### config.mk
export PLATFORM = sky130hd
export DESIGN_NAME = flash_host_ctrl
export DESIGN_NICKNAME = d
export VERILOG_FILES = /design/src/verilog/flash_host_pkg.sv /design/src/verilog/flash_bus_cycle.sv /design/src/verilog/flash_host_ctrl.sv
export SDC_FILE = /design/constraint.sdc
export NUM_CORES = 1
export LEC_CHECK = 0
export BUFFER_PORTS_ARGS = -buffer_cell sky130_fd_sc_hd__buf_2
export CORE_MARGIN = 5
export CORE_UTILIZATION = 40
export CTS_CLUSTER_SIZE = 8
export DETAILED_ROUTE_END_ITERATION = 10
export GPL_ROUTABILITY_DRIVEN = 0
export SYNTH_ARGS = -nofsm -noshare
export SYNTH_HDL_FRONTEND = slang
export SYNTH_SLANG_ARGS = --single-unit
export TNS_END_PERCENT = 20
### constraint.sdc
create_clock -name sys_clk -period 2.2 [get_ports sys_clk]
set_clock_uncertainty 0.1 [all_clocks]
set_input_delay 0.11 -clock sys_clk [delete_from_list [all_inputs] [get_ports sys_clk]]
set_output_delay 0.11 -clock sys_clk [all_outputs]
set_load 0.01 [all_outputs]
### src/verilog/flash_host_pkg.sv
package flash_host_pkg;

  localparam int FLASH_ADDR_W = 18;
  localparam int FLASH_DATA_W = 8;

  // command codes written into the flash command latch
  localparam logic [7:0] CMD_READ_ARRAY = 8'h00;
  localparam logic [7:0] CMD_READ_ID = 8'h90;
  localparam logic [7:0] CMD_ERASE = 8'h20;
  localparam logic [7:0] CMD_ERASE_VERIFY = 8'hA0;
  localparam logic [7:0] CMD_PROGRAM = 8'h40;
  localparam logic [7:0] CMD_PROGRAM_VERIFY = 8'hC0;
  localparam logic [7:0] CMD_RESET = 8'hFF;

  // identifier addresses
  localparam logic [7:0] ID_ADDR_MAKER = 8'h00;
  localparam logic [7:0] ID_ADDR_PART = 8'h01;

  // bus cycle timing
  localparam int CLK_PERIOD_NS = 5;
  localparam int T_SETUP_NS = 20;
  localparam int T_WRITE_PULSE_NS = 60;
  localparam int T_READ_ACCESS_NS = 100;
  localparam int T_HOLD_NS = 20;
  localparam int SETUP_CYC = (T_SETUP_NS + CLK_PERIOD_NS - 1) / CLK_PERIOD_NS;
  localparam int WRITE_PULSE_CYC = (T_WRITE_PULSE_NS + CLK_PERIOD_NS - 1) / CLK_PERIOD_NS;
  localparam int READ_ACCESS_CYC = (T_READ_ACCESS_NS + CLK_PERIOD_NS - 1) / CLK_PERIOD_NS;
  localparam int HOLD_CYC = (T_HOLD_NS + CLK_PERIOD_NS - 1) / CLK_PERIOD_NS;

  // host-side operation codes on the request port
  typedef enum logic [3:0] {
    OP_READ = 4'h0,
    OP_READ_MODE = 4'h1,
    OP_ID_CMD = 4'h2,
    OP_ID_HV = 4'h3,
    OP_ERASE = 4'h4,
    OP_ERASE_VERIFY = 4'h5,
    OP_PROGRAM = 4'h6,
    OP_PROGRAM_VERIFY = 4'h7,
    OP_RESET = 4'h8
  } host_op_t;

  typedef enum logic [3:0] {
    E_IDLE = 4'h1,
    E_SETUP = 4'h2,
    E_STROBE = 4'h4,
    E_HOLD = 4'h8
  } eng_state_t;

  typedef enum logic [3:0] {
    M_IDLE = 4'h1,
    M_ISSUE = 4'h2,
    M_WAIT = 4'h4,
    M_RESP = 4'h8
  } main_state_t;

endpackage
### src/verilog/flash_bus_cycle.sv
module flash_bus_cycle
  import flash_host_pkg::*;
#(
  parameter int ADDR_W = FLASH_ADDR_W
) (
  // clock and reset
  input wire logic sys_clk,
  input wire logic rst_n,
  // cycle request from the sequencer
  input wire logic start,
  input wire logic is_write,
  input wire logic [ADDR_W-1:0] addr,
  input wire logic [7:0] wdata,
  output logic done,
  output logic [7:0] rdata,
  // flash pins
  output logic ce_n,
  output logic oe_n,
  output logic we_n,
  output logic [ADDR_W-1:0] addr_out,
  output logic [7:0] dq_out,
  output logic dq_oe,
  input wire logic [7:0] dq_in
);

  typedef struct packed {
    eng_state_t state;
    logic [7:0] cnt;
    logic is_write;
    logic [ADDR_W-1:0] addr;
    logic [7:0] wdata;
    logic ce_n;
    logic oe_n;
    logic we_n;
    logic dq_oe;
    logic [7:0] rdata;
    logic done;
  } eng_t;

  eng_t q;
  eng_t next_q;

  always_comb begin
    next_q = q;
    next_q.done = 1'b0;
    case (q.state)
      E_IDLE: begin
        if (start) begin
          next_q.is_write = is_write;
          next_q.addr = addr;
          next_q.wdata = wdata;
          next_q.ce_n = 1'b0;
          // drive data only while the output gate is still high
          next_q.dq_oe = is_write;
          next_q.cnt = 8'(SETUP_CYC - 1);
          next_q.state = E_SETUP;
        end
      end
      E_SETUP: begin
        if (q.cnt == 8'h00) begin
          if (q.is_write) begin
            next_q.we_n = 1'b0;
            next_q.cnt = 8'(WRITE_PULSE_CYC - 1);
          end else begin
            next_q.oe_n = 1'b0;
            next_q.cnt = 8'(READ_ACCESS_CYC - 1);
          end
          next_q.state = E_STROBE;
        end else begin
          next_q.cnt = q.cnt - 8'h01;
        end
      end
      E_STROBE: begin
        if (q.cnt == 8'h00) begin
          if (q.is_write) begin
            // rising edge latches data; address and data stay put through hold
            next_q.we_n = 1'b1;
          end else begin
            next_q.rdata = dq_in;
            next_q.oe_n = 1'b1;
          end
          next_q.cnt = 8'(HOLD_CYC - 1);
          next_q.state = E_HOLD;
        end else begin
          next_q.cnt = q.cnt - 8'h01;
        end
      end
      E_HOLD: begin
        if (q.cnt == 8'h00) begin
          next_q.ce_n = 1'b1;
          next_q.dq_oe = 1'b0;
          next_q.done = 1'b1;
          next_q.state = E_IDLE;
        end else begin
          next_q.cnt = q.cnt - 8'h01;
        end
      end
      default: begin
        next_q.state = E_IDLE;
      end
    endcase
  end

  always_ff @(posedge sys_clk) begin
    if (!rst_n) begin
      q <= '{state: E_IDLE, cnt: 8'h00, is_write: 1'b0, addr: '0, wdata: 8'h00,
             ce_n: 1'b1, oe_n: 1'b1, we_n: 1'b1, dq_oe: 1'b0, rdata: 8'h00, done: 1'b0};
    end else begin
      q <= next_q;
    end
  end

  assign done = q.done;
  assign rdata = q.rdata;
  assign ce_n = q.ce_n;
  assign oe_n = q.oe_n;
  assign we_n = q.we_n;
  assign addr_out = q.addr;
  assign dq_out = q.wdata;
  assign dq_oe = q.dq_oe;

  property p_read_gated;
    @(posedge sys_clk) disable iff (!rst_n)
    (q.state == E_HOLD && $past(q.state) == E_STROBE && !q.is_write)
      |-> $past(!q.oe_n && !q.ce_n);
  endproperty
  a_read_gated: assert property (p_read_gated) else $error("read sampled without ce and oe low");

  property p_no_contention;
    @(posedge sys_clk) disable iff (!rst_n)
    q.dq_oe |-> (q.oe_n && !q.ce_n);
  endproperty
  a_no_contention: assert property (p_no_contention) else $error("data driven with oe low");

  property p_write_strobe;
    @(posedge sys_clk) disable iff (!rst_n)
    $fell(q.we_n) |-> !q.ce_n && q.dq_oe ##12 ($rose(q.we_n) && $stable(q.addr) && $stable(q.wdata));
  endproperty
  a_write_strobe: assert property (p_write_strobe) else $error("write pulse wrong");

endmodule

### src/verilog/flash_host_ctrl.sv
// What the flash does and what the host must do
// read data only taken while chip select and output gate are both low.
// with supply high reads give array, identifier or verify data per command.
// output gate high makes the flash float its data pins.
// chip select high puts the flash in standby with pins floating.
// deselecting the flash does not stop an erase, program or verify.
// line nine at high voltage, reads at 0 and 1 give maker and part codes.
// writing 90H selects identifier mode; then read at 0 or 1.
// identifier mode lasts until another valid command is written.
// erase and program commands only take effect with the supply high.
// command latch is outside the address map; holds code, address and data.
// write when strobe low with select low; address on fall, data on rise.
// with supply low or at power-up the latch holds 00H.
// writing 00H anywhere selects array reads until another command.
// chip erase is two consecutive writes of 20H.
// erase verify writes A0H with the address; next read gives check data.
// program writes 40H then a write with target address and value.
// program verify writes C0H; next read checks the last programmed address.
// reset is two writes of FFH followed by the desired next command.
// during writes output gate stays high and data pins are inputs.
// after the stop timer ends a pulse the flash idles until verify or reset.
// erasure runs from the second 20H rising edge to the next write.
// strobes while the supply is low are ignored; latch stays at read.
// command latch is a state machine stepped by write strobe edges.
module flash_host_ctrl
  import flash_host_pkg::*;
#(
  parameter int ADDR_W = FLASH_ADDR_W
) (
  // clock and reset
  input wire logic sys_clk,
  input wire logic rst_n,
  // request port
  input wire logic cmd_valid,
  input wire logic [3:0] cmd_op,
  input wire logic [ADDR_W-1:0] cmd_addr,
  input wire logic [7:0] cmd_data,
  output logic cmd_ready,
  // answer port
  output logic rsp_valid,
  output logic [7:0] rsp_data,
  output logic rsp_refused,
  // supply control
  input wire logic supply_request,
  output logic program_supply_high,
  output logic identifier_high_voltage,
  // flash pins
  output logic flash_ce_n,
  output logic flash_oe_n,
  output logic flash_we_n,
  output logic [ADDR_W-1:0] flash_addr,
  output logic [7:0] flash_dq_out,
  output logic flash_dq_oe,
  input wire logic [7:0] flash_dq_in
);

  typedef struct packed {
    logic is_write;
    logic last;
    logic [ADDR_W-1:0] addr;
    logic [7:0] data;
  } step_t;

  typedef struct packed {
    main_state_t state;
    host_op_t op;
    logic [ADDR_W-1:0] addr;
    logic [7:0] data;
    logic [1:0] idx;
    logic last;
    logic supply;
    logic hv;
    logic ready;
    logic start;
    logic cyc_write;
    logic [ADDR_W-1:0] cyc_addr;
    logic [7:0] cyc_data;
    logic rsp_valid;
    logic [7:0] rsp_data;
    logic refused;
  } main_t;

  // ops that write the command latch and so need the high supply
  function automatic logic needs_supply(input logic [3:0] op);
    needs_supply = (op != OP_READ) && (op != OP_ID_HV);
  endfunction

  function automatic logic op_known(input logic [3:0] op);
    op_known = (op <= OP_RESET);
  endfunction

  function automatic step_t step_of(input host_op_t op, input logic [1:0] idx,
                                    input logic [ADDR_W-1:0] addr, input logic [7:0] data);
    step_t s;
    s = '{is_write: 1'b0, last: 1'b1, addr: addr, data: 8'h00};
    case (op)
      OP_READ: begin
        s.is_write = 1'b0;
      end
      OP_READ_MODE: begin
        s = '{is_write: 1'b1, last: 1'b1, addr: '0, data: CMD_READ_ARRAY};
      end
      OP_ID_CMD: begin
        if (idx == 2'd0) begin
          s = '{is_write: 1'b1, last: 1'b0, addr: '0, data: CMD_READ_ID};
        end
      end
      OP_ID_HV: begin
        // identifier address only; all other lines held low
        s.addr = ADDR_W'(addr[0]);
      end
      OP_ERASE: begin
        s = '{is_write: 1'b1, last: (idx != 2'd0), addr: '0, data: CMD_ERASE};
      end
      OP_ERASE_VERIFY: begin
        if (idx == 2'd0) begin
          s = '{is_write: 1'b1, last: 1'b0, addr: addr, data: CMD_ERASE_VERIFY};
        end else begin
          s.addr = '0;
        end
      end
      OP_PROGRAM: begin
        if (idx == 2'd0) begin
          s = '{is_write: 1'b1, last: 1'b0, addr: '0, data: CMD_PROGRAM};
        end else begin
          s = '{is_write: 1'b1, last: 1'b1, addr: addr, data: data};
        end
      end
      OP_PROGRAM_VERIFY: begin
        if (idx == 2'd0) begin
          s = '{is_write: 1'b1, last: 1'b0, addr: '0, data: CMD_PROGRAM_VERIFY};
        end else begin
          s.addr = '0;
        end
      end
      OP_RESET: begin
        // two aborts, then the follow-up command carried in the request
        if (idx == 2'd2) begin
          s = '{is_write: 1'b1, last: 1'b1, addr: '0, data: data};
        end else begin
          s = '{is_write: 1'b1, last: 1'b0, addr: '0, data: CMD_RESET};
        end
      end
      default: begin
        s.is_write = 1'b0;
      end
    endcase
    step_of = s;
  endfunction

  main_t q;
  main_t next_q;
  step_t step;
  logic cyc_done;
  logic [7:0] cyc_rdata;

  always_comb begin
    next_q = q;
    step = step_of(q.op, q.idx, q.addr, q.data);
    next_q.supply = supply_request;
    next_q.start = 1'b0;
    next_q.rsp_valid = 1'b0;
    case (q.state)
      M_IDLE: begin
        if (cmd_valid) begin
          next_q.ready = 1'b0;
          next_q.op = host_op_t'(cmd_op);
          next_q.addr = cmd_addr;
          next_q.data = cmd_data;
          next_q.idx = 2'd0;
          next_q.refused = 1'b0;
          // the latch ignores strobes without the high supply, so do not send them
          if (!op_known(cmd_op) || (needs_supply(cmd_op) && !q.supply)) begin
            next_q.refused = 1'b1;
            next_q.rsp_data = 8'h00;
            next_q.state = M_RESP;
          end else begin
            next_q.state = M_ISSUE;
          end
        end
      end
      M_ISSUE: begin
        next_q.start = 1'b1;
        next_q.cyc_write = step.is_write;
        next_q.cyc_addr = step.addr;
        next_q.cyc_data = step.data;
        next_q.last = step.last;
        next_q.hv = (q.op == OP_ID_HV);
        next_q.state = M_WAIT;
      end
      M_WAIT: begin
        if (cyc_done) begin
          if (!q.cyc_write) begin
            next_q.rsp_data = cyc_rdata;
          end
          if (q.last) begin
            next_q.state = M_RESP;
          end else begin
            next_q.idx = q.idx + 2'd1;
            next_q.state = M_ISSUE;
          end
        end
      end
      M_RESP: begin
        next_q.rsp_valid = 1'b1;
        next_q.hv = 1'b0;
        next_q.ready = 1'b1;
        next_q.state = M_IDLE;
      end
      default: begin
        next_q.state = M_IDLE;
      end
    endcase
  end

  always_ff @(posedge sys_clk) begin
    if (!rst_n) begin
      q <= '{state: M_IDLE, op: OP_READ, addr: '0, data: 8'h00, idx: 2'd0, last: 1'b0,
             supply: 1'b0, hv: 1'b0, ready: 1'b1, start: 1'b0, cyc_write: 1'b0,
             cyc_addr: '0, cyc_data: 8'h00, rsp_valid: 1'b0, rsp_data: 8'h00,
             refused: 1'b0};
    end else begin
      q <= next_q;
    end
  end

  flash_bus_cycle #(
    .ADDR_W(ADDR_W)
  ) u_cycle (
    .sys_clk(sys_clk),
    .rst_n(rst_n),
    .start(q.start),
    .is_write(q.cyc_write),
    .addr(q.cyc_addr),
    .wdata(q.cyc_data),
    .done(cyc_done),
    .rdata(cyc_rdata),
    .ce_n(flash_ce_n),
    .oe_n(flash_oe_n),
    .we_n(flash_we_n),
    .addr_out(flash_addr),
    .dq_out(flash_dq_out),
    .dq_oe(flash_dq_oe),
    .dq_in(flash_dq_in)
  );

  assign cmd_ready = q.ready;
  assign rsp_valid = q.rsp_valid;
  assign rsp_data = q.rsp_data;
  assign rsp_refused = q.refused;
  assign program_supply_high = q.supply;
  assign identifier_high_voltage = q.hv;

  property p_id_cmd;
    @(posedge sys_clk) disable iff (!rst_n)
    (q.state == M_ISSUE && q.op == OP_ID_CMD && q.idx == 2'd0)
      |=> q.start && q.cyc_write && q.cyc_data == CMD_READ_ID ##[1:80] q.start && !q.cyc_write;
  endproperty
  a_id_cmd: assert property (p_id_cmd) else $error("identifier command sequence wrong");

  property p_id_hv;
    @(posedge sys_clk) disable iff (!rst_n)
    (q.start && q.op == OP_ID_HV) |-> q.hv && !q.cyc_write && q.cyc_addr[ADDR_W-1:1] == '0;
  endproperty
  a_id_hv: assert property (p_id_hv) else $error("identifier read without high voltage");

  property p_erase;
    @(posedge sys_clk) disable iff (!rst_n)
    (q.state == M_ISSUE && q.op == OP_ERASE) |=> q.cyc_write && q.cyc_data == CMD_ERASE;
  endproperty
  a_erase: assert property (p_erase) else $error("erase write not 20H");

  property p_erase_verify;
    @(posedge sys_clk) disable iff (!rst_n)
    (q.state == M_ISSUE && q.op == OP_ERASE_VERIFY && q.idx == 2'd0)
      |=> q.cyc_write && q.cyc_data == CMD_ERASE_VERIFY && q.cyc_addr == q.addr;
  endproperty
  a_erase_verify: assert property (p_erase_verify) else $error("erase verify write wrong");

  property p_program;
    @(posedge sys_clk) disable iff (!rst_n)
    (q.state == M_ISSUE && q.op == OP_PROGRAM && q.idx == 2'd1)
      |=> q.cyc_write && q.cyc_addr == q.addr && q.cyc_data == q.data;
  endproperty
  a_program: assert property (p_program) else $error("program data write wrong");

  property p_reset;
    @(posedge sys_clk) disable iff (!rst_n)
    (q.state == M_ISSUE && q.op == OP_RESET)
      |=> q.cyc_write && (q.cyc_data == (q.idx == 2'd2 ? q.data : CMD_RESET));
  endproperty
  a_reset: assert property (p_reset) else $error("reset sequence wrong");

  property p_refuse;
    @(posedge sys_clk) disable iff (!rst_n)
    (q.state == M_IDLE && cmd_valid && op_known(cmd_op) && needs_supply(cmd_op) && !q.supply)
      |=> q.state == M_RESP && q.refused ##1 q.rsp_valid && flash_ce_n;
  endproperty
  a_refuse: assert property (p_refuse) else $error("command sent without high supply");

endmodule

# --- Word-level counts from Yosys, hierarchy flattened ---
# Cells that the tools add are included.
totals:
  regBits: 130
  inputBits: 42
  elab_cells: 146
classes:
  n_addsub: 2
  magnitude_cmp: 1
  eq_ne: 32
  n_mux: 52
  bitwise_logic: 1
  n_reduce_logical: 31
ops:
  columns: ["operator", "count"]
  rows:
  - ["one-hot mux 18 bit (6 select lines)", 1]
  - ["2-to-1 mux 28 bit", 2]
  - ["2-to-1 mux 8 bit", 7]
  - ["2-to-1 mux 27 bit", 2]
  - ["one-hot mux 8 bit (6 select lines)", 1]
  - ["2-to-1 mux 40 bit", 1]
  - ["2-to-1 mux 36 bit", 1]
  - ["one-hot mux 8 bit (4 select lines)", 1]
  - ["equality test 4 x 3 -> 1 bit (second input constant)", 6]
  - ["2-to-1 mux 4 bit", 6]
  - ["2-to-1 mux 18 bit", 1]
  - ["2-to-1 mux 9 bit", 2]
  - ["equality test 4 x 2 -> 1 bit (second input constant)", 4]
  - ["!= test 2 bit (second input constant)", 8]
  - ["one-hot mux 4 bit (4 select lines)", 1]
  - ["one-hot mux 8 bit (2 select lines)", 1]
  - ["AND reduction 5 bit", 3]
  - ["equality test 4 x 1 -> 1 bit (second input constant)", 3]
  - ["equality test 4 bit (second input constant)", 3]
  - ["!= test 2 x 1 -> 1 bit (second input constant)", 6]
  - ["one-hot mux 4 bit (3 select lines)", 1]
  - ["nonzero test 2 bit", 6]
  - ["2-to-1 mux 1 bit", 10]
  - ["2-to-1 mux 2 bit", 5]
  - ["21 further kinds", 37]

# --- Logic depth before layout (Yosys ltp) ---
# Gate-level depths: netlist (run 1).
logic_depth:
  depth_word: 7
  ltp_mapped: 8
  depth_no_buf: 7

# --- Modules after synthesis ---
# Synthesis (run 1) repeated with hierarchy kept, for this count alone.
unflattened:
  cells_unflattened: 683
  area_unflattened_um2: 5640.4
modules_own_cells:
  columns: ["mod", "instances", "cells_each", "area_per_inst_um2"]
  rows:
  - ["flash_host_ctrl", 1, 380, 3269.4]
  - ["flash_bus_cycle", 1, 303, 2371.0]

# --- Worst setup path after synthesis (run 1) ---
# OpenSTA, ideal clock, no wires.
synth_timing:
  path_type: "register to register"
  from: "register u_cycle.q[40] in the netlist's numbering"
  to: "register u_cycle.q, in the netlist u_cycle.rdata[0]"
  setup_ns: 0.132
  t_arrival_ns: 1.708
  required_time_ns: 1.968
  setup_slack_ns: 0.260
  path_stages_with_launch: 9
  path_buffers: 1
  synth_period_minus_slack_ns: 1.940
  cell_sequence: "dfxtp_1 -> inv_1 -> ha_1 -> nor3b_1 -> nand2_4 -> or3_1 -> buf_2 -> nand2_1 -> a21oi_1"
synth_via:
  elab_chain_cells: 2
synth_lines:
  columns: ["item", "line", "text"]
  rows:
  - ["start, declared", "flash_bus_cycle.sv:40", "eng_t q;"]
  - ["start signal, assigned", "flash_bus_cycle.sv:106", "q <= '{state: E_IDLE, cnt: 8'h00, is_write: 1'b0, addr: '0, wdata: 8'h00,"]
  - ["start signal, assigned", "flash_bus_cycle.sv:109", "q <= next_q;"]
  - ["logical NOT 8 bit", "flash_bus_cycle.sv:74", "if (q.cnt == 8'h00) begin"]
  - ["AND reduction 3 bit (no source line)", null, null]
# No other way between the ends.
# A chain may end at the register's enable or synchronous reset.

# --- Worst setup path in the final report (run 1) ---
layout_timing:
  from: "register u_cycle.q[40] in the netlist's numbering"
  to: "register u_cycle.q[47] in the netlist's numbering"
layout_via:
  elab_chain_cells: 3
  word_cells_on_any_way: 8
layout_lines:
  columns: ["item", "line", "text"]
  rows:
  - ["subtractor 8 x 1 -> 8 bit or logical NOT 8 bit (tied branches)", null, null]
  - ["2-to-1 mux 8 bit, or another cell as far along", "flash_bus_cycle.sv:89", "if (q.cnt == 8'h00) begin"]
  - ["one-hot mux 8 bit (4 select lines) or AND reduction 3 bit (tied branches)", null, null]
# Several ways; a longest one is shown, not always the timed one. The select of a mux whose other input is x is not followed.

==> reports/metrics.cfg, run 1 <==
[status]
status = finished, final reports clean

[synth]
synthArstFlopShare_pct = 0
ys_ff_latch = 130
netlist.area_leader.share_pct = 47.00
syn_nets = 730
yosysSeqAreaShare_pct = 47.00
ys_top_cells_by_area = dfxtp_1, nand2_1, a21oi_1
syn_area_sq_um = 5538
avgSynthCellArea_sq_um = 8.096
syn_inst = 684
synth_edf_count = 0
synth_cell_types = 59
ys_warn_count = 0
synth_ff_type = dfxtp_1
yosysTopAreaCell = dfxtp_1

[timing]
timing.final.crit_share_pct = 92.59
finalSetupViolations = 0
fin_tns_setup_ns = 0
drv_slew = 0
setup_ws_ns = 0.1631
rsz0062_at_grt = false
fmax_mhz = 490.9
period_needed_ns = 2.037
maxSlewHeadroom_pct = 54.37
hold_viol = 0
max_slew.worst_pin.slew_ns = 0.6828

[clock_tree]
htree_levels = 4
cts_root_buf = clkbuf_16
numCtsBuffers = 17
path_clk_slew_ns = 0.05
clock-sinks = 130
cts_tree = yes
clkLatencyLatePin_ns = 0.41
post_cts_buffers = 0
cts_buffer_depth = 2

[detailed_routing]
num_vias = 4839
ant_nets = 0
dr.pass1.iters = 5
drc = 0
initialDrtViolationCount = 321
viasPerCell = 5.072
post_drt_wl_per_cell_um = 14.15
wirelength_um = 13500

[floorplan]
start_util_pct = 40.36
core_sq_um = 13720
core.rowCount = 43
die-area_sq_um = 16300
fp.dieH_um = 127.7
io_pins = 85
die_w_um = 127.7

[layout]
n_fill_cell = 1378
antenna_cells = 0
final_nets = 808
syn_to_final_growth_pct = 23.00
drive_gt1_share_pct = 17.83

[power]
clkPwrFrac_pct = 47.3
p_leak_nw = 2.633
vdd_ir_drop_max_uv = 524.1
p_int_mw = 4.131
p_per_area_nw_per_um2 = 787.5
seq_power_share_pct = 45.4
p_sw_share_pct = 22.98
power_frac_comb_pct = 7.2
p_sw_mw = 1.233

[critical_path]
crit_arrival_ns = 2.26
path_class = reg -> reg
cp_max_fo = 8
r2r-start = u_cycle.q[40]
start_kind = register
critPathLaunch = u_cycle.q[40]
crit_required_ns = 2.43
endpoint_kind = register

[placement]
dp_hpwl_um = 9003
preCtsSetupSlack_ns = 0.1164
io_buffers = 84

[worst_hold_path]
hold_path_class = in -> reg
min_from = rst_n

[global_route]
antenna_found_initial = 0
grt_pass1_wl_um = 21810
grt_pass1_vias = 4622
gr-usage-all-layers_pct = 16.42
grt_max_degree = 77
grt.overflow.total = 0

[job]
cap_violations = 0

[path summary, 6_finish.rpt]
check                                      endpoint  slack [ns]  cells after the start
worst max-delay path                  u_cycle.q[47]        0.16                      7
worst min-delay path                  u_cycle.q[51]        0.09                      3
worst max register to register        u_cycle.q[47]        0.16                      7
worst min register to register  u_cycle.addr_out[1]        0.34                      2
[placed cells by master (no fill, tap or decap), types with 3 or more instances in the layout]
cell           Yosys  layout
nand3b_1           4       4
a21oi_1          106     106
inv_1             14      13
clkinv_2           0       5
clkbuf_1          28       3
nor2b_1            5       5
nor3_1             4       3
ha_1               4       4
buf_4             36      12
nand2b_1           6       6
dlygate4sd3_1      0      39
o21ai_0           10      10
xnor2_1            3       3
clkbuf_16          0      17
nor2_1            23      22
o211ai_1           5       5
and2_1             3       3
a22oi_1            3       3
dfxtp_1          130     130
nor3b_1            6       6
a32oi_1            3       3
nand3_1           25      25
a31oi_1            3       3
or3_1              4       4
nand2_1          184     184
a2bb2oi_1          5       5
mux2i_1            8       8
buf_2             11      84
o21ai_1            6       6
[power groups by stage]
stage	registers (mW)	logic (mW)	clock network, mW
5_1_grt	2.44	0.428	2.70
3_3_place_gp	2.48	0.322	0
3_5_place_dp	2.49	0.329	0
4_1_cts	2.44	0.384	2.60
6_report	2.44	0.388	2.54
2_1_floorplan	2.47	0.222	0
[synth_stat cells (all sizes together), types with 5 or more instances]
| library cell | instances |
|---|---|
| a21oi | 106 |
| nand2 | 185 |
| inv | 14 |
| nor2 | 24 |
| nor3 | 6 |
| nand2b | 6 |
| buf | 49 |
| dfxtp | 130 |
| nor2b | 5 |
| nor3b | 6 |
| o211ai | 5 |
| clkbuf | 28 |
| o21ai | 16 |
| nand3 | 25 |
| mux2i | 8 |
| a2bb2oi | 5 |
[worst max-delay path: stages (launching register included)]
cell	delay (ns)
dfxtp_1	0.35
inv_1	0.09
ha_1	0.21
nor3b_1	0.14
buf_4	0.15
and2_1	0.25
or4_1	0.53
a31oi_1	0.15
[final cells by class]
type / instances / area, sq um / share of cell area, %
Sequential cell: 130 / 2603 / 38.21
Multi-Input combinational cell: 463 / 2472 / 36.30
Inverter: 14 / 52.55 / 0.7715
Clock inverter: 10 / 87.58 / 1.286
Tap cell: 180 / 225.2 / 3.306
Timing Repair Buffer: 136 / 920.9 / 13.52
Clock buffer: 21 / 450.4 / 6.613
[registers in the layout, indices dropped and copies added (netlist names)]
signal	cells
rsp_refused	1
u_cycle.we_n	1
u_cycle.done	1
u_cycle.addr_out	18
u_cycle.rdata	8
u_cycle.dq_oe	1
rsp_valid	1
u_cycle.oe_n	1
cmd_ready	1
u_cycle.q	13
rsp_data	8
program_supply_high	1
u_cycle.ce_n	1
u_cycle.dq_out	8
q	65
identifier_high_voltage	1
[layer usage]
| metal | GRT usage [%] | up-vias | wire length [um] |
|---|---|---|---|
| met2 | 27.07 | 111 | 6317 |
| met1 | 21.09 | 2273 | 6313 |
| li1 | - | 2443 | - |
| met4 | 5.181 | 0 | 143 |
| met5 | 0 | - | 0 |
| met3 | 4.375 | 12 | 728 |
[cell families after synthesis]
logic type / Yosys count / synth area share, %
AND/OR/NAND/NOR: 280 / 22.89
buffers and inverters: 91 / 8.857
flip-flops: 130 / 47.00
multiplexers: 8 / 1.446
XOR/XNOR: 4 / 0.6327
AO/OA/AOI/OAI: 167 / 18.28
adder cells (fa/ha/maj): 4 / 0.9038
[per-stage QoR]
stage | cells | instance area (sq um) | power [mW] | hold slack (ns) | utilization (%)
after global placement | 884 | 5869 | 2.806 | 0.2197 | 42.78
after CTS | 954 | 6798 | 5.416 | 0.08107 | 49.55
final | 954 | 6812 | 5.364 | 0.08797 | 49.65
after detailed placement | 884 | 5869 | 2.815 | 0.2211 | 42.78
after floorplan | 684 | 5538 | 2.696 | 0.1373 | -
after global routing | 954 | 6812 | 5.570 | 0.1063 | 49.65
[what timing repair did]
| action | 4_1_cts | 5_1_grt |
|---|---|---|
| hold buffers | 39 | 0 |
| endpoints found under the setup margin | 0 | 18 |
| endpoints found under the hold margin | 39 | 0 |
| gates resized for setup | 0 | 2 |
Note: power is estimated with default switching activity, not from simulation.
==> run 2, diff against run 1 <==
--- a/config.mk
+++ b/config.mk
@@ -11,6 +11,7 @@
 export CTS_CLUSTER_SIZE = 8
 export DETAILED_ROUTE_END_ITERATION = 10
 export GPL_ROUTABILITY_DRIVEN = 0
+export RECOVER_POWER = 100
 export SYNTH_ARGS = -nofsm -noshare
 export SYNTH_HDL_FRONTEND = slang
 export SYNTH_SLANG_ARGS = --single-unit
==> run 2 against run 1 <==
Net effect: first-iteration DRC count unchanged; critical endpoint is now q[55]; combinational power shrank 1%; setup slack better by 0.0013 ns; wire length about the same; utilization down 0.56 points; die area is the same; hold slack got worse by 0.0038 ns; total power down 0.22%; critical path depth shrank 2; clock-buffer cell count did not move; global-route usage unchanged.
==> reports/metrics.cfg, run 2 (synthesis results as in run 1) <==
[power]
vdd_ir_drop_max_uv = 515.1  ; was 524.1 uV
total_power_mw = 5.353  ; was 5.364 mW
p_leak_nw = 2.449  ; was 2.633 nW
p_per_area_nw_per_um2 = 794.7  ; was 787.5 nW/um^2

[detailed_routing]
drc = 0  ; unchanged
initialDrtViolationCount = 321  ; unchanged
post_drt_wl_per_cell_um = 14.15  ; about the same
ant_nets = 0  ; unchanged
dr.pass1.iters = 8  ; was 5
wirelength_um = 13500  ; about the same
num_vias = 4822  ; was 4839
viasPerCell = 5.055  ; was 5.072

[timing]
fmax_mhz = 491.3  ; was 490.9 MHz
fin_tns_setup_ns = 0  ; unchanged
max_slew.worst_pin.slew_ns = 0.7116  ; was 0.6828 ns
rsz0062_at_grt = false  ; unchanged
drv_slew = 0  ; unchanged
hold_viol = 0  ; unchanged
timing.final.crit_share_pct = 92.53  ; was 92.59%
maxSlewHeadroom_pct = 52.56  ; was 54.37%
period_needed_ns = 2.036  ; was 2.037 ns
finalSetupViolations = 0  ; unchanged

[critical_path]
start_kind = register  ; unchanged
crit_required_ns = 2.38  ; was 2.43 ns
crit_arrival_ns = 2.21  ; was 2.26 ns
crit_path_top_delay_cell = or3_1  ; was or4_1
cp_cell_sequence = nand3b_1 -> or3_1 -> clkbuf_2 -> nand2_1 -> a21oi_1  ; was inv_1 -> ha_1 -> nor3b_1 -> buf_4 -> and2_1 -> or4_1 -> a31oi_1
endpoint_kind = register  ; unchanged
cpPeakStageDelay_ns = 0.50  ; was 0.53 ns
path_class = reg -> reg  ; unchanged
cp_max_fo = 26  ; was 8

[global_route]
antenna_found_initial = 0  ; unchanged
grt_pass1_wl_um = 21810  ; unchanged
grt_max_degree = 77  ; unchanged
grt.overflow.total = 0  ; unchanged
grt_pass1_vias = 4622  ; unchanged
gr-usage-all-layers_pct = 16.42  ; unchanged

[status]
status = finished, final reports clean  ; unchanged

[placement]
dp_hpwl_um = 9003  ; unchanged
io_buffers = 84  ; unchanged

[layout]
syn_to_final_growth_pct = 21.62  ; was 23.00%
final_common_cell = nand2_1  ; unchanged
regMostFlops = q  ; unchanged
final_cell_mix = nand2_1, dfxtp_1, a21oi_1  ; unchanged
antenna_cells = 0  ; unchanged
n_fill_cell = 1393  ; was 1378
final_nets = 808  ; unchanged
drive_gt1_share_pct = 12.02  ; was 17.83%
finish.utilization_pct = 49.09  ; was 49.65%
largest_register_ffs = 65  ; unchanged

[clock_tree]
clock-sinks = 130  ; unchanged
path_clk_slew_ns = 0.05  ; about the same
numCtsBuffers = 17  ; unchanged
cts_tree = yes  ; unchanged
cts_buffer_depth = 2  ; unchanged
htree_levels = 4  ; unchanged
cts_root_buf = clkbuf_16  ; unchanged
clkLatencyLatePin_ns = 0.41  ; about the same

[floorplan]
core.rowCount = 43  ; unchanged
die-area_sq_um = 16300  ; unchanged
die_w_um = 127.7  ; unchanged
io_pins = 85  ; unchanged
core_sq_um = 13720  ; unchanged
start_util_pct = 40.36  ; unchanged
fp.dieH_um = 127.7  ; unchanged

[worst_hold_path]
hold_path_class = in -> reg  ; unchanged

[job]
cap_violations = 0  ; unchanged

-- run 2: worst max-delay path: cells and delay by family, from the launching register on --
kind	cells	cell delay (ns)
DFF	1	0.37
buffers and inverters	1	0.43
and+or+nand+nor	3	0.92
AOI/OAI and AO/OA	1	0.08
-- run 2: cell type report --
type / count / area (sq um) / share of cell area [%]
Timing Repair Buffer: 136 / 852.1 / 12.65
Sequential cell: 130 / 2603 / 38.64
Clock inverter: 10 / 87.58 / 1.300
Tap cell: 180 / 225.2 / 3.344
Inverter: 14 / 52.55 / 0.7802
Clock buffer: 21 / 450.4 / 6.688
Multi-Input combinational cell: 463 / 2465 / 36.60
-- run 2: report_power, final --
group | internal [mW] | total [mW] | switching, mW
clock | 1.57 | 2.53 | 0.967
sequential | 2.40 | 2.44 | 0.0348
combinational | 0.160 | 0.383 | 0.223
total | 4.13 | 5.35 | 1.22
-- run 2: timing repair --
action / CTS / global route
buffers inserted: 0 / 0
gates resized for setup: 0 / 2
hold buffers: 39 / 0
endpoints found under the hold margin: 39 / 0
endpoints found under the setup margin: 0 / 18
-- run 2: final timing paths --
kind               from             endpoint  slack [ns]  cells past startpoint
setup / recovery  q[76]                q[55]        0.16                      5
hold / removal    rst_n        u_cycle.q[51]        0.08                      3
setup reg to reg  q[76]                q[55]        0.16                      5
hold reg to reg   q[19]  u_cycle.addr_out[1]        0.35                      2
-- run 2: per-stage QoR --
step,worst slack [ns],cells,area [sq um],hold WS (ns)
floorplan,0.2597,684,5538,0.1373
global placement,0.2000,884,5869,0.2197
detailed placement,0.1164,884,5869,0.2211
CTS,0.08598,954,6798,0.08107
global route,0.01332,954,6735,0.1063
finish,0.1644,954,6735,0.08417
-- run 2: routing by layer --
metal	share of wire [%]	vias up	GRT usage (%)
met5	0	-	0
li1	-	2436	-
met3	5.2	11	4.375
met4	0.91	0	5.181
met2	47	127	27.07
met1	47	2248	21.09
==> run 3, diff against run 2 <==
--- a/config.mk
+++ b/config.mk
@@ -6,6 +6,7 @@
 export NUM_CORES = 1
 export LEC_CHECK = 0
 export BUFFER_PORTS_ARGS = -buffer_cell sky130_fd_sc_hd__buf_2
+export CORE_ASPECT_RATIO = 1.2
 export CORE_MARGIN = 5
 export CORE_UTILIZATION = 40
 export CTS_CLUSTER_SIZE = 8
==> run 3 against run 2 <==
Net effect: die area barely moved; clock power is 24% higher; wire length decreased by 0.37%; fmax is 1.2% lower; clock-buffer cell count shrank 3; cell count fell by 0.94%; critical path type unchanged; highest routed layer unchanged.
==> reports/metrics.cfg, run 3 (synthesis results as in run 1) <==
[status]
status = finished, final reports clean  ; unchanged

[timing]
finalSetupViolations = 0  ; unchanged
hold_viol = 0  ; unchanged
fin_tns_setup_ns = 0  ; unchanged
drv_slew = 0  ; unchanged
max_slew.worst_pin.slew_ns = 0.6612  ; was 0.7116 ns
timing.final.crit_share_pct = 93.63  ; was 92.53%
period_needed_ns = 2.060  ; was 2.036 ns
fmax_mhz = 485.5  ; was 491.3 MHz
maxSlewHeadroom_pct = 55.81  ; was 52.56%
whs_ns = 0.08198  ; was 0.08417 ns
rsz0062_at_grt = false  ; unchanged

[layout]
antenna_cells = 0  ; unchanged
drive_gt1_share_pct = 12.53  ; was 12.02%
regMostFlops = q  ; unchanged
final_nets = 808  ; unchanged
stdcell_area_sq_um = 6869  ; was 6735 sq um
final_common_cell = nand2_1  ; unchanged
final_cell_mix = nand2_1, dfxtp_1, a21oi_1  ; unchanged
syn_to_final_growth_pct = 24.04  ; was 21.62%
largest_register_ffs = 65  ; unchanged

[global_route]
grt_pass1_wl_um = 22750  ; was 21810 um
antenna_found_initial = 0  ; unchanged
gr-usage-all-layers_pct = 16.62  ; was 16.42%
grt.overflow.total = 0  ; unchanged
grt_max_degree = 78  ; was 77
grt_pass1_vias = 4772  ; was 4622

[clock_tree]
path_clk_slew_ns = 0.06  ; was 0.05 ns
clock-sinks = 130  ; unchanged
clkLatencyLatePin_ns = 0.41  ; about the same
post_cts_buffers = 0  ; unchanged
htree_levels = 4  ; unchanged
cts_root_buf = clkbuf_16  ; unchanged
cts_tree = yes  ; unchanged
cts_buffer_depth = 2  ; unchanged
numCtsBuffers = 17  ; unchanged

[placement]
dp_hpwl_um = 8967  ; was 9003 um
io_buffers = 84  ; unchanged
dpl_cell_area_sq_um = 5871  ; was 5869 sq um

[power]
p_per_area_nw_per_um2 = 867.1  ; was 794.7 nW/um^2
p_leak_nw = 2.513  ; was 2.449 nW
vdd_ir_drop_max_uv = 470.2  ; was 515.1 uV
total_power_mw = 5.956  ; was 5.353 mW

[detailed_routing]
drc = 0  ; unchanged
ant_nets = 0  ; unchanged
wirelength_um = 13450  ; was 13500 um
num_vias = 4848  ; was 4822
post_drt_wl_per_cell_um = 14.23  ; was 14.15 um
dr.pass1.iters = 5  ; was 8
initialDrtViolationCount = 386  ; was 321
viasPerCell = 5.130  ; was 5.055

[critical_path]
crit_required_ns = 2.43  ; was 2.38 ns
endpoint_kind = register  ; unchanged
cp_max_fo = 8  ; was 26
r2r-start = u_cycle.q[40]  ; was q[76]
start_kind = register  ; unchanged
crit_arrival_ns = 2.29  ; was 2.21 ns
critPathLaunch = u_cycle.q[40]  ; was q[76]
path_class = reg -> reg  ; unchanged

[job]
cap_violations = 0  ; unchanged

[floorplan]
core_sq_um = 13700  ; was 13720 sq um
die-area_sq_um = 16310  ; was 16300 sq um
core.rowCount = 47  ; was 43
fp.dieH_um = 138.9  ; was 127.7 um
start_util_pct = 40.42  ; was 40.36%
die_w_um = 117.4  ; was 127.7 um
io_pins = 85  ; unchanged

[worst_hold_path]
hold_path_class = in -> reg  ; unchanged
min_from = rst_n  ; unchanged

## run 3: path summary, 6_finish.rpt
path / end / slack [ns] / cells past startpoint
setup / recovery: u_cycle.q[47] / 0.14 / 7
hold / removal: q[76] / 0.08 / 3
setup reg to reg: u_cycle.q[47] / 0.14 / 7
hold reg to reg: u_cycle.rdata[2] / 0.35 / 2
## run 3: metal layers
layer / global-route usage [%] / share of wire (%)
met1: 20.67 / 46
met4: 6.475 / 1.8
met2: 27.18 / 47
met5: 0 / 0
met3: 4.733 / 4.9
## run 3: layout make-up
cell class	instances	area, sq um
Fill cell	1327	6833
Sequential cell	130	2603
Multi-Input combinational cell	463	2470
Timing Repair Buffer	136	872.1
Clock buffer	18	439.2
Clock inverter	13	219.0
Tap cell	171	214.0
Inverter	14	52.55
## run 3: report_power, final
part	total [mW]	internal, mW	leakage (nW)	switching (mW)
Clock	3.14	2.06	0.319	1.08
Combinational	0.383	0.162	1.14	0.221
Sequential	2.43	2.40	1.05	0.0341
## run 3: critical path, stage by stage (launching register included)
cell,delay [ns]
dfxtp_1,0.35
inv_1,0.09
ha_1,0.22
nor3b_1,0.14
buf_4,0.14
and2_1,0.24
or4_1,0.55
a31oi_1,0.14
## run 3: repair_timing
| item | CTS | global route |
|---|---|---|
| endpoints found under the hold margin | 39 | 0 |
| setup endpoints to repair | 1 | 3 |
| gates resized for setup | 1 | 1 |
| hold buffers | 39 | 0 |
## run 3: metrics by stage
| stage | utilization, % | instances | setup WS [ns] |
|---|---|---|---|
| 4_1_cts | 50.58 | 945 | 0.1258 |
| 3_3_place_gp | 42.85 | 875 | 0.1601 |
| 3_5_place_dp | 42.85 | 875 | 0.05624 |
| 2_1_floorplan | - | 684 | 0.2597 |
| 6_report | 50.13 | 945 | 0.1401 |
| 5_1_grt | 50.13 | 945 | 0.03347 |
